### src/include/mmpe_pkg.sv
// constants for the multi mode pwm edge engine
package mmpe_pkg;
    // data widths
    localparam int CW = 16; // counter and edge value width
    localparam int XW = 19; // signed working width for edge sums
    // register word indexes, byte address is index times four
    localparam logic [3:0] IDX_CTRL = 4'h0;
    localparam logic [3:0] IDX_PERIOD = 4'h1;
    localparam logic [3:0] IDX_EV1 = 4'h2;
    localparam logic [3:0] IDX_EV2 = 4'h3;
    localparam logic [3:0] IDX_EV3 = 4'h4;
    localparam logic [3:0] IDX_EV4 = 4'h5;
    localparam logic [3:0] IDX_CADJ_A = 4'h6;
    localparam logic [3:0] IDX_CADJ_B = 4'h7;
    localparam logic [3:0] IDX_DTC = 4'h8;
    localparam logic [3:0] IDX_SMP_OFS = 4'h9;
    localparam logic [3:0] IDX_PH_TRIG = 4'ha;
    localparam logic [3:0] IDX_STATUS = 4'hb;
    localparam int NUM_RW = 11; // writable words, index 0 to 10
    // byte offsets
    localparam logic [7:0] OFS_CTRL = 8'h00;
    localparam logic [7:0] OFS_STATUS = 8'h2c;
    // control field positions
    localparam int CTRL_EN_BIT = 0;
    localparam int CTRL_MODE_LO = 1;
    localparam int CTRL_PH_SEL_BIT = 4;
    // status field positions
    localparam int STAT_A_BIT = 16;
    localparam int STAT_B_BIT = 17;
    // reset values
    localparam logic [15:0] RST_WORD = 16'h0000;
    localparam logic [15:0] RST_PERIOD = 16'h00ff;
    // output modes
    typedef enum logic [2:0] {
        MMPE_NORMAL = 3'h0,
        MMPE_MULTI = 3'h1,
        MMPE_RESONANT = 3'h2,
        MMPE_TRIANGLE = 3'h3,
        MMPE_LEADING = 3'h4
    } mmpe_mode_type;
endpackage

### src/hdl/mmpe_edge_engine.sv
// pwm edge engine with apb registers and five output modes
`timescale 1ns/1ps
module mmpe_edge_engine
(
    input wire logic clock,
    input wire logic nrst,
    input wire logic psel,
    input wire logic penable,
    input wire logic pwrite,
    input wire logic [7:0] paddr,
    input wire logic [31:0] pwdata,
    output logic [31:0] prdata,
    output logic pready,
    output logic pslverr,
    input wire logic [15:0] filter_duty,
    input wire logic [15:0] filter_period,
    output logic primary_output,
    output logic secondary_output,
    output logic sample_trig_a,
    output logic sample_trig_b,
    output logic phase_trig
);
    localparam int CW = mmpe_pkg::CW;
    localparam int XW = mmpe_pkg::XW;

    // unsigned value widened to the signed working width
    function automatic logic signed [XW-1:0] ux(input logic [CW-1:0] v);
        ux = $signed({3'h0, v});
    endfunction

    // signed value widened to the signed working width
    function automatic logic signed [XW-1:0] sx(input logic [CW-1:0] v);
        sx = $signed({{3{v[CW-1]}}, v});
    endfunction

    // fold a sum back into one period so targets past the end still land
    // only one fold is done: a sum more than a full period out of
    // range lands on a wrong count, which software must avoid
    function automatic logic [CW-1:0] fold(input logic signed [XW-1:0] v,
                                           input logic [CW-1:0] p);
        logic signed [XW-1:0] len;
        logic signed [XW-1:0] r;
        len = ux(p) + 19'sh1;
        r = v;
        if (r < 19'sh0)
            r = r + len;
        else if (r >= len)
            r = r - len;
        fold = r[CW-1:0];
    endfunction

    // reset release through two flops
    // the pin clears both flops at once, but release reaches the
    // logic only after two edges, so no flop leaves reset mid cycle
    logic rst_meta_q;
    logic rst_n_q;
    always_ff @(posedge clock or negedge nrst)
    begin
        if (!nrst)
        begin
            rst_meta_q <= 1'b0;
            rst_n_q <= 1'b0;
        end
        else
        begin
            rst_meta_q <= 1'b1;
            rst_n_q <= rst_meta_q;
        end
    end

    // register words written by software
    logic [CW-1:0] regs_q [0:mmpe_pkg::NUM_RW-1];
    // copies taken at the wrap, used for all edge math
    logic [CW-1:0] sh_q [0:mmpe_pkg::NUM_RW-1];
    logic [CW-1:0] duty_q; // filter duty taken at wrap
    logic [CW-1:0] fprd_q; // filter period taken at wrap
    logic [CW-1:0] cnt_q; // period counter
    logic [3:0] idx; // word index of the bus address
    logic mapped; // address hits a word
    logic wr_acc; // write access completing this edge

    assign idx = paddr[5:2];
    assign mapped = (paddr[7:6] == 2'h0) && (paddr[1:0] == 2'h0) &&
                    (idx <= mmpe_pkg::IDX_STATUS);
    assign wr_acc = psel && penable && pready && pwrite;

    // software writes; status word is read only
    // a write lands here at once but moves no edge before the next wrap
    always_ff @(posedge clock or negedge rst_n_q)
    begin
        if (!rst_n_q)
        begin
            for (int i = 0; i < mmpe_pkg::NUM_RW; i++)
                regs_q[i] <= mmpe_pkg::RST_WORD;
            regs_q[mmpe_pkg::IDX_PERIOD] <= mmpe_pkg::RST_PERIOD;
        end
        else if (wr_acc && mapped && (idx != mmpe_pkg::IDX_STATUS))
            regs_q[idx] <= pwdata[CW-1:0];
    end

    // apb answer: pready rises in the first access cycle, no wait states
    // read data is taken at the setup edge, so the status counter it
    // carries is one cycle older than the access edge
    always_ff @(posedge clock or negedge rst_n_q)
    begin
        if (!rst_n_q)
        begin
            pready <= 1'b0;
            pslverr <= 1'b0;
            prdata <= 32'h0;
        end
        else if (psel && !penable)
        begin
            // setup cycle: prepare the answer
            pready <= 1'b1;
            pslverr <= !mapped;
            if (!mapped || pwrite)
                prdata <= 32'h0;
            else if (idx == mmpe_pkg::IDX_STATUS)
                prdata <= {14'h0, secondary_output, primary_output, cnt_q};
            else
                prdata <= {16'h0, regs_q[idx]};
        end
        else
        begin
            // answer stands one cycle only
            pready <= 1'b0;
            pslverr <= 1'b0;
        end
    end

    // decoded controls
    logic run; // engine enabled
    logic ph_sel; // phase trigger taken from filter duty
    mmpe_pkg::mmpe_mode_type mode;
    logic wrap; // counter at its limit this cycle

    assign run = sh_q[mmpe_pkg::IDX_CTRL][mmpe_pkg::CTRL_EN_BIT];
    assign ph_sel = sh_q[mmpe_pkg::IDX_CTRL][mmpe_pkg::CTRL_PH_SEL_BIT];
    assign mode = mmpe_pkg::mmpe_mode_type'(
        sh_q[mmpe_pkg::IDX_CTRL][mmpe_pkg::CTRL_MODE_LO +: 3]);
    assign wrap = (cnt_q >= sh_q[mmpe_pkg::IDX_PERIOD]);

    // period counter; >= also recovers if the limit shrinks
    // a period limit of zero holds the counter at zero every cycle
    always_ff @(posedge clock or negedge rst_n_q)
    begin
        if (!rst_n_q)
            cnt_q <= 16'h0;
        else if (!run || wrap)
            cnt_q <= 16'h0;
        else
            cnt_q <= cnt_q + 16'h1;
    end

    // take new settings only at the wrap or while stopped
    // so no edge moves in the middle of a switching cycle
    always_ff @(posedge clock or negedge rst_n_q)
    begin
        if (!rst_n_q)
        begin
            for (int i = 0; i < mmpe_pkg::NUM_RW; i++)
                sh_q[i] <= mmpe_pkg::RST_WORD;
            sh_q[mmpe_pkg::IDX_PERIOD] <= mmpe_pkg::RST_PERIOD;
            duty_q <= 16'h0;
            fprd_q <= 16'h0;
        end
        else if (!run || wrap)
        begin
            for (int i = 0; i < mmpe_pkg::NUM_RW; i++)
                sh_q[i] <= regs_q[i];
            duty_q <= filter_duty;
            fprd_q <= filter_period;
        end
    end

    // working values in the signed domain
    logic signed [XW-1:0] e1, e2, e3, e4;
    logic signed [XW-1:0] adj_a, adj_b, dead_time_compensation, ofs;
    logic signed [XW-1:0] dty, half_dty, half_prd, fprd;
    logic [CW-1:0] period_limit;

    assign period_limit = sh_q[mmpe_pkg::IDX_PERIOD];
    assign e1 = ux(sh_q[mmpe_pkg::IDX_EV1]);
    assign e2 = ux(sh_q[mmpe_pkg::IDX_EV2]);
    assign e3 = ux(sh_q[mmpe_pkg::IDX_EV3]);
    assign e4 = ux(sh_q[mmpe_pkg::IDX_EV4]);
    assign adj_a = sx(sh_q[mmpe_pkg::IDX_CADJ_A]);
    assign adj_b = sx(sh_q[mmpe_pkg::IDX_CADJ_B]);
    assign dead_time_compensation = sx(sh_q[mmpe_pkg::IDX_DTC]);
    assign ofs = sx(sh_q[mmpe_pkg::IDX_SMP_OFS]);
    assign dty = ux(duty_q);
    assign half_dty = ux({1'b0, duty_q[CW-1:1]});
    assign half_prd = ux({1'b0, period_limit[CW-1:1]});
    assign fprd = ux(fprd_q);

    // edge targets per mode
    // sums stay signed and three bits wider, so negative targets and
    // sums past the period fold instead of wrapping at sixteen bits
    logic signed [XW-1:0] a_rise, a_fall, b_rise, b_fall, t_a, t_b;
    logic a_on, b_on, trig_on; // which edges exist in this mode
    logic b_cross; // B may run over the wrap

    always_comb
    begin
        a_rise = e1;
        a_fall = e1 + dty + adj_a;
        b_rise = a_fall + (e3 - e2);
        b_fall = e4 + dead_time_compensation;
        t_a = e1 + dty + ofs;
        t_b = e1 + half_dty + ofs;
        a_on = 1'b1;
        b_on = 1'b1;
        trig_on = 1'b1;
        b_cross = 1'b0;
        case (mode)
            mmpe_pkg::MMPE_NORMAL:
            begin
                // defaults above; adjust B never used
                a_fall = e1 + dty + adj_a;
                b_rise = a_fall + (e3 - e2);
                t_a = e1 + dty + ofs;
            end
            mmpe_pkg::MMPE_MULTI:
            begin
                // events two and four take no part here
                a_fall = e1 + dty + adj_a + dead_time_compensation;
                b_rise = e3;
                b_fall = e3 + dty + adj_b + dead_time_compensation;
                b_cross = 1'b1;
            end
            mmpe_pkg::MMPE_RESONANT:
            begin
                // filter period set to twice duty; event 1 acts as half the
                // dead time, so both on-times are duty minus twice it
                a_fall = dty - e1;
                b_rise = dty + e1;
                b_fall = fprd - e1;
            end
            mmpe_pkg::MMPE_TRIANGLE:
            begin
                a_on = 1'b0;
                trig_on = 1'b0;
                b_rise = half_prd - half_dty + adj_a;
                b_fall = half_prd + half_dty + adj_b;
            end
            mmpe_pkg::MMPE_LEADING:
            begin
                // moving edge leads the fixed event 1 edge
                a_rise = e1 - dty + adj_a;
                a_fall = e1;
                b_rise = e4;
                b_fall = e1 - dty + adj_a - (e2 - e3);
                t_a = e1 - dty + ofs;
                t_b = e1 - half_dty + ofs;
            end
            default:
            begin
                // unused mode codes drive neither output nor a sample trigger
                a_on = 1'b0;
                b_on = 1'b0;
                trig_on = 1'b0;
            end
        endcase
    end

    // comparisons against the running counter
    // each hit fires when the counter equals the target, not earlier: the registered outputs
    // then change one clock after the counter equals the target
    logic a_rise_hit, a_fall_hit, b_rise_hit, b_fall_hit;
    logic ta_hit, tb_hit, ph_hit;
    logic [CW-1:0] ph_target;

    assign a_rise_hit = (cnt_q == fold(a_rise, period_limit));
    assign a_fall_hit = (cnt_q == fold(a_fall, period_limit));
    assign b_rise_hit = (cnt_q == fold(b_rise, period_limit));
    assign b_fall_hit = (cnt_q == fold(b_fall, period_limit));
    assign ta_hit = (cnt_q == fold(t_a, period_limit));
    assign tb_hit = (cnt_q == fold(t_b, period_limit));
    assign ph_target = ph_sel ? duty_q : sh_q[mmpe_pkg::IDX_PH_TRIG];
    assign ph_hit = (cnt_q == ph_target);

    // output A never crosses the period end
    mmpe_edge_cell u_cell_a
    (
        .clock(clock),
        .rst_n(rst_n_q),
        .use_cell(run && a_on),
        .rise_hit(a_rise_hit),
        .fall_hit(a_fall_hit),
        .wrap_clr(wrap),
        .level_q(primary_output)
    );

    // output B crosses the wrap only in multi mode, keeping its width
    mmpe_edge_cell u_cell_b
    (
        .clock(clock),
        .rst_n(rst_n_q),
        .use_cell(run && b_on),
        .rise_hit(b_rise_hit),
        .fall_hit(b_fall_hit),
        .wrap_clr(wrap && !b_cross),
        .level_q(secondary_output)
    );

    // trigger pulses, one cycle, registered
    // gating with run keeps a stale target from firing while stopped
    always_ff @(posedge clock or negedge rst_n_q)
    begin
        if (!rst_n_q)
        begin
            sample_trig_a <= 1'b0;
            sample_trig_b <= 1'b0;
            phase_trig <= 1'b0;
        end
        else
        begin
            sample_trig_a <= run && trig_on && ta_hit;
            sample_trig_b <= run && trig_on && tb_hit;
            phase_trig <= run && ph_hit;
        end
    end
endmodule

### src/hdl/mmpe_edge_cell.sv
// set and clear cell holding one pwm output level
`timescale 1ns/1ps
module mmpe_edge_cell
(
    input wire logic clock,
    input wire logic rst_n,
    input wire logic use_cell,
    input wire logic rise_hit,
    input wire logic fall_hit,
    input wire logic wrap_clr,
    output logic level_q
);
    // level follows the edges; fall wins a tie so equal targets give no pulse
    always_ff @(posedge clock or negedge rst_n)
    begin
        if (!rst_n)
            level_q <= 1'b0;
        else if (!use_cell)
            level_q <= 1'b0; // output idle in this mode
        else if (fall_hit)
            level_q <= 1'b0;
        else if (rise_hit)
            level_q <= 1'b1;
        else if (wrap_clr)
            level_q <= 1'b0; // pulse may not cross the period end
    end
endmodule

### config.mk
export PLATFORM = sky130hd
export DESIGN_NAME = mmpe_edge_engine
export DESIGN_NICKNAME = d
export VERILOG_FILES = /design/src/include/mmpe_pkg.sv /design/src/hdl/mmpe_edge_engine.sv /design/src/hdl/mmpe_edge_cell.sv
export SDC_FILE = /design/constraint.sdc
export NUM_CORES = 2
export LEC_CHECK = 0
export BUFFER_PORTS_ARGS = -buffer_cell sky130_fd_sc_hd__buf_2
export CORE_MARGIN = 5
export CORE_UTILIZATION = 60
export DETAILED_ROUTE_END_ITERATION = 12
export PLACE_DENSITY = 0.74
export SYNTH_ARGS = -nofsm -noshare
export SYNTH_HDL_FRONTEND = slang
export SYNTH_HIERARCHICAL = 1
export SYNTH_SLANG_ARGS = --single-unit
export TNS_END_PERCENT = 20
### constraint.sdc
create_clock -name clock -period 16.9 [get_ports clock]
set_input_delay 3.38 -clock clock [delete_from_list [all_inputs] [get_ports clock]]
set_output_delay 3.38 -clock clock [all_outputs]
set_load 0.01 [all_outputs]
==> run metrics <==
Hold Buf Count CTS 0; crit-path max FO 15; cts repair resizes 0; Post-CTS Setup Inserts 0; YS warnings 6; Starting DRT DRC Count 6,291; HP Class flip-flop to flip-flop; data arrival time of the worst path 12,590 ps; Final period util 71.3%; DIE AREA 0.0863 mm2; Synth area leaders dfrtp_1 (21%), ha_1 (16%), mux2_2 (6.4%), xnor2_1 (5.8%), a21oi_1 (4.9%); synthesized instance count 5,717; Vias/cell 6.89; CTS tree yes; wire length per cell 30.0 um; DIE HEIGHT 294 um; maxcap violations 0; leakage power 24.5 nW; Post-Synth Adder-Cell Area 18.2%; IO Count 116; WL final 204 mm; final instance area 0.0514 mm2; Port Buffer Count 85; worst reg2reg startpoint duty_q[2]; DRC 0; Final Max Slew Viols 0; Final Skew 72.7 ps; Max Freq 83.0 MHz; Register Area 0.0104 mm2; Clock Latency Late Sink 670 ps; final hold violations 0; Synth Area per Inst 8.45 um2; most common library cells after synthesis ha_1 (617), a21oi_1 (477), nand2_1 (411); placed insts 6,721; Post-DP Area 0.0499 mm2; clock sink count 416; Simple-Gate Fraction of Synth Area 13.0%; Distinct cells, synth 108; post-synthesis compound-gate area fraction 24.1%; # rows 104; via count of the routed design 47,000; worst hold start rst_meta_q; critical path startpoint category flip-flop; GP Congestion 1.10; Seq/Total Area, Yosys 21.6%; Initial Utilization 60.3%; Synth Area in XOR/XNOR 8.89%; multiplexer area fraction after synthesis 8.75%; Worst setup startpoint duty_q[2]; Root Driver clkbuf_16; GR Util All Layers 45.6%; Overflow after GRT 0; Worst EP required 17,440 ps; Worst-path clk slew 60 ps; Setup Crit Path Kind flip-flop to flip-flop; Sum Neg Setup Slack 0 ps; Seq cells post-synth 416; # H-tree levels 2; CTS buffer count 46; Syn-to-layout area delta 6.47%; # setup viols final 0; top_reg_cell synth dfrtp_1; most common cell in the netlist ha_1; initial antenna violation count 24; fill count 6,823; max_slew headroom 0.151%; CP Capture Type flip-flop; Pre-antenna DRT Iters 8; area of the mapped netlist 0.0483 mm2; worst IR drop on VDD 0.0913 mV; Synth top area share 20.7%; worst slew pin tran 1500 ps; PD cells 41.0 mW/mm2; global-route wire length before repair 292 mm; ANT nets after route 0; core outline area 0.0802 mm2; multi-input logic area 0.0354 mm2; max incr delay on CP 780 ps; vias in the first global route 43,600; largest net degree at the start of global routing 118; outcome finished, final reports clean; die width 294 um; Tmin final 12,050 ps; post-DP HPWL 163 mm; RSZ-0062 raised after global routing false; cell taking the most area after synthesis dfrtp_1; layout cell share with drive strength beyond 1 11.7%; Nets 6,457; clock buffer depth 3; largest family of logic cells by synthesized area compound AO/OA/AOI/OAI gates; Non-Filler Instances 6,813; EDFF count, synth 0; share of synthesized registers carrying an async set or reset 100%; reg2reg setup slack 4850 ps; Slowest-stage cell, CP o311ai_0
[layout by cell type, fill, tap and decap left out, types with 45 or more instances in the layout]
| cell type | netlist | layout |
|---|---|---|
| nor3_1 | 85 | 83 |
| xor2_1 | 160 | 160 |
| o21bai_1 | 128 | 128 |
| buf_2 | 22 | 85 |
| buf_4 | 16 | 109 |
| inv_1 | 394 | 394 |
| o21ai_0 | 392 | 392 |
| fa_1 | 54 | 54 |
| a31oi_1 | 53 | 53 |
| o221ai_1 | 52 | 52 |
| ha_1 | 617 | 617 |
| nand2b_1 | 68 | 68 |
| mux2_2 | 274 | 274 |
| a21o_1 | 141 | 141 |
| a211oi_1 | 45 | 45 |
| clkbuf_16 | 0 | 46 |
| dfrtp_1 | 400 | 399 |
| a21oi_1 | 477 | 477 |
| nand2_1 | 411 | 409 |
| nor2_1 | 389 | 388 |
| nor2b_1 | 61 | 61 |
| xnor2_1 | 322 | 322 |
| o22ai_1 | 50 | 50 |
| o21a_1 | 58 | 58 |
| nand3_1 | 82 | 82 |
[final timing paths]
path,end,depth (start not counted)
setup / recovery,u_cell_b/level_q,34
hold / removal,rst_n_q,0
setup reg to reg,u_cell_b/level_q,34
hold reg to reg,rst_n_q,0
max in group asynchronous,cnt_q[14],2
min in group asynchronous,regs_q[22],0
[metrics by stage]
stage | power [W] | setup slack [ps] | hold WS [ps] | utilization (%)
after floorplan | 0.00106 | 4470 | 331 | -
after global placement | 0.00108 | 5350 | 341 | 62.2
after detailed placement | 0.00108 | 5290 | 358 | 62.2
after CTS | 0.00211 | 5260 | 378 | 64.2
after global routing | 0.00216 | 4480 | 384 | 64.2
final | 0.00211 | 4850 | 372 | 64.2
[routing by layer]
metal  share of wire (%)  global-route usage [%]  vias up
li1                    -                       -    20600
met1                  37                    59.1    22500
met2                  41                    67.2     3024
met3                  12                    12.0      769
met4                 8.6                    29.9       12
met5               0.042                       0        -
[critical path, delay by kind of cell (launching register included)]
| family | cells | cell delay, ps |
|---|---|---|
| buffers and inverters | 2 | 500 |
| adder cells (fa/ha/maj) | 4 | 1720 |
| AO/OA/AOI/OAI | 18 | 5430 |
| AND/OR/NAND/NOR | 6 | 2490 |
| flip-flops | 1 | 760 |
| XOR/XNOR | 4 | 1000 |
[sequential cells by signal, indices dropped and copies added, names as in the netlist, 3 cells and up]
signal,flops
duty_q,16
cnt_q,16
regs_q,176
adj_a,16
fprd_q,16
mode,3
e2,16
period_limit,16
ofs,16
adj_b,16
prdata,18
e3,16
e1,16
e4,16
dead_time_compensation,16
sh_q,16
[layout make-up]
class                           count  share of cell area, %
Clock inverter                     18                  0.404
Antenna cell                        6                 0.0292
Multi-Input combinational cell   4646                   68.7
Inverter                          405                   2.96
Timing Repair Buffer              194                   2.42
Tap cell                         1060                   2.58
Clock buffer                       68                   2.61
Sequential cell                   416                   20.3
[power by group]
group	internal [W]	leakage (nW)	switching [W]
combinational	0.0000146	18.6	0.0000462
sequential	0.000998	5.15	0.00000471
clock	0.000588	0.760	0.000455
total	0.00160	24.5	0.000506
[kinds of logic after synthesis]
logic type,after synthesis
AOI/OAI and AO/OA,1784
and+or+nand+nor,1342
adders and majority gates,671
buffers and inverters,668
xor gates and xnor gates,486
DFF,416
muxes,348
other,2
Note: power is estimated with default switching activity, not from simulation.
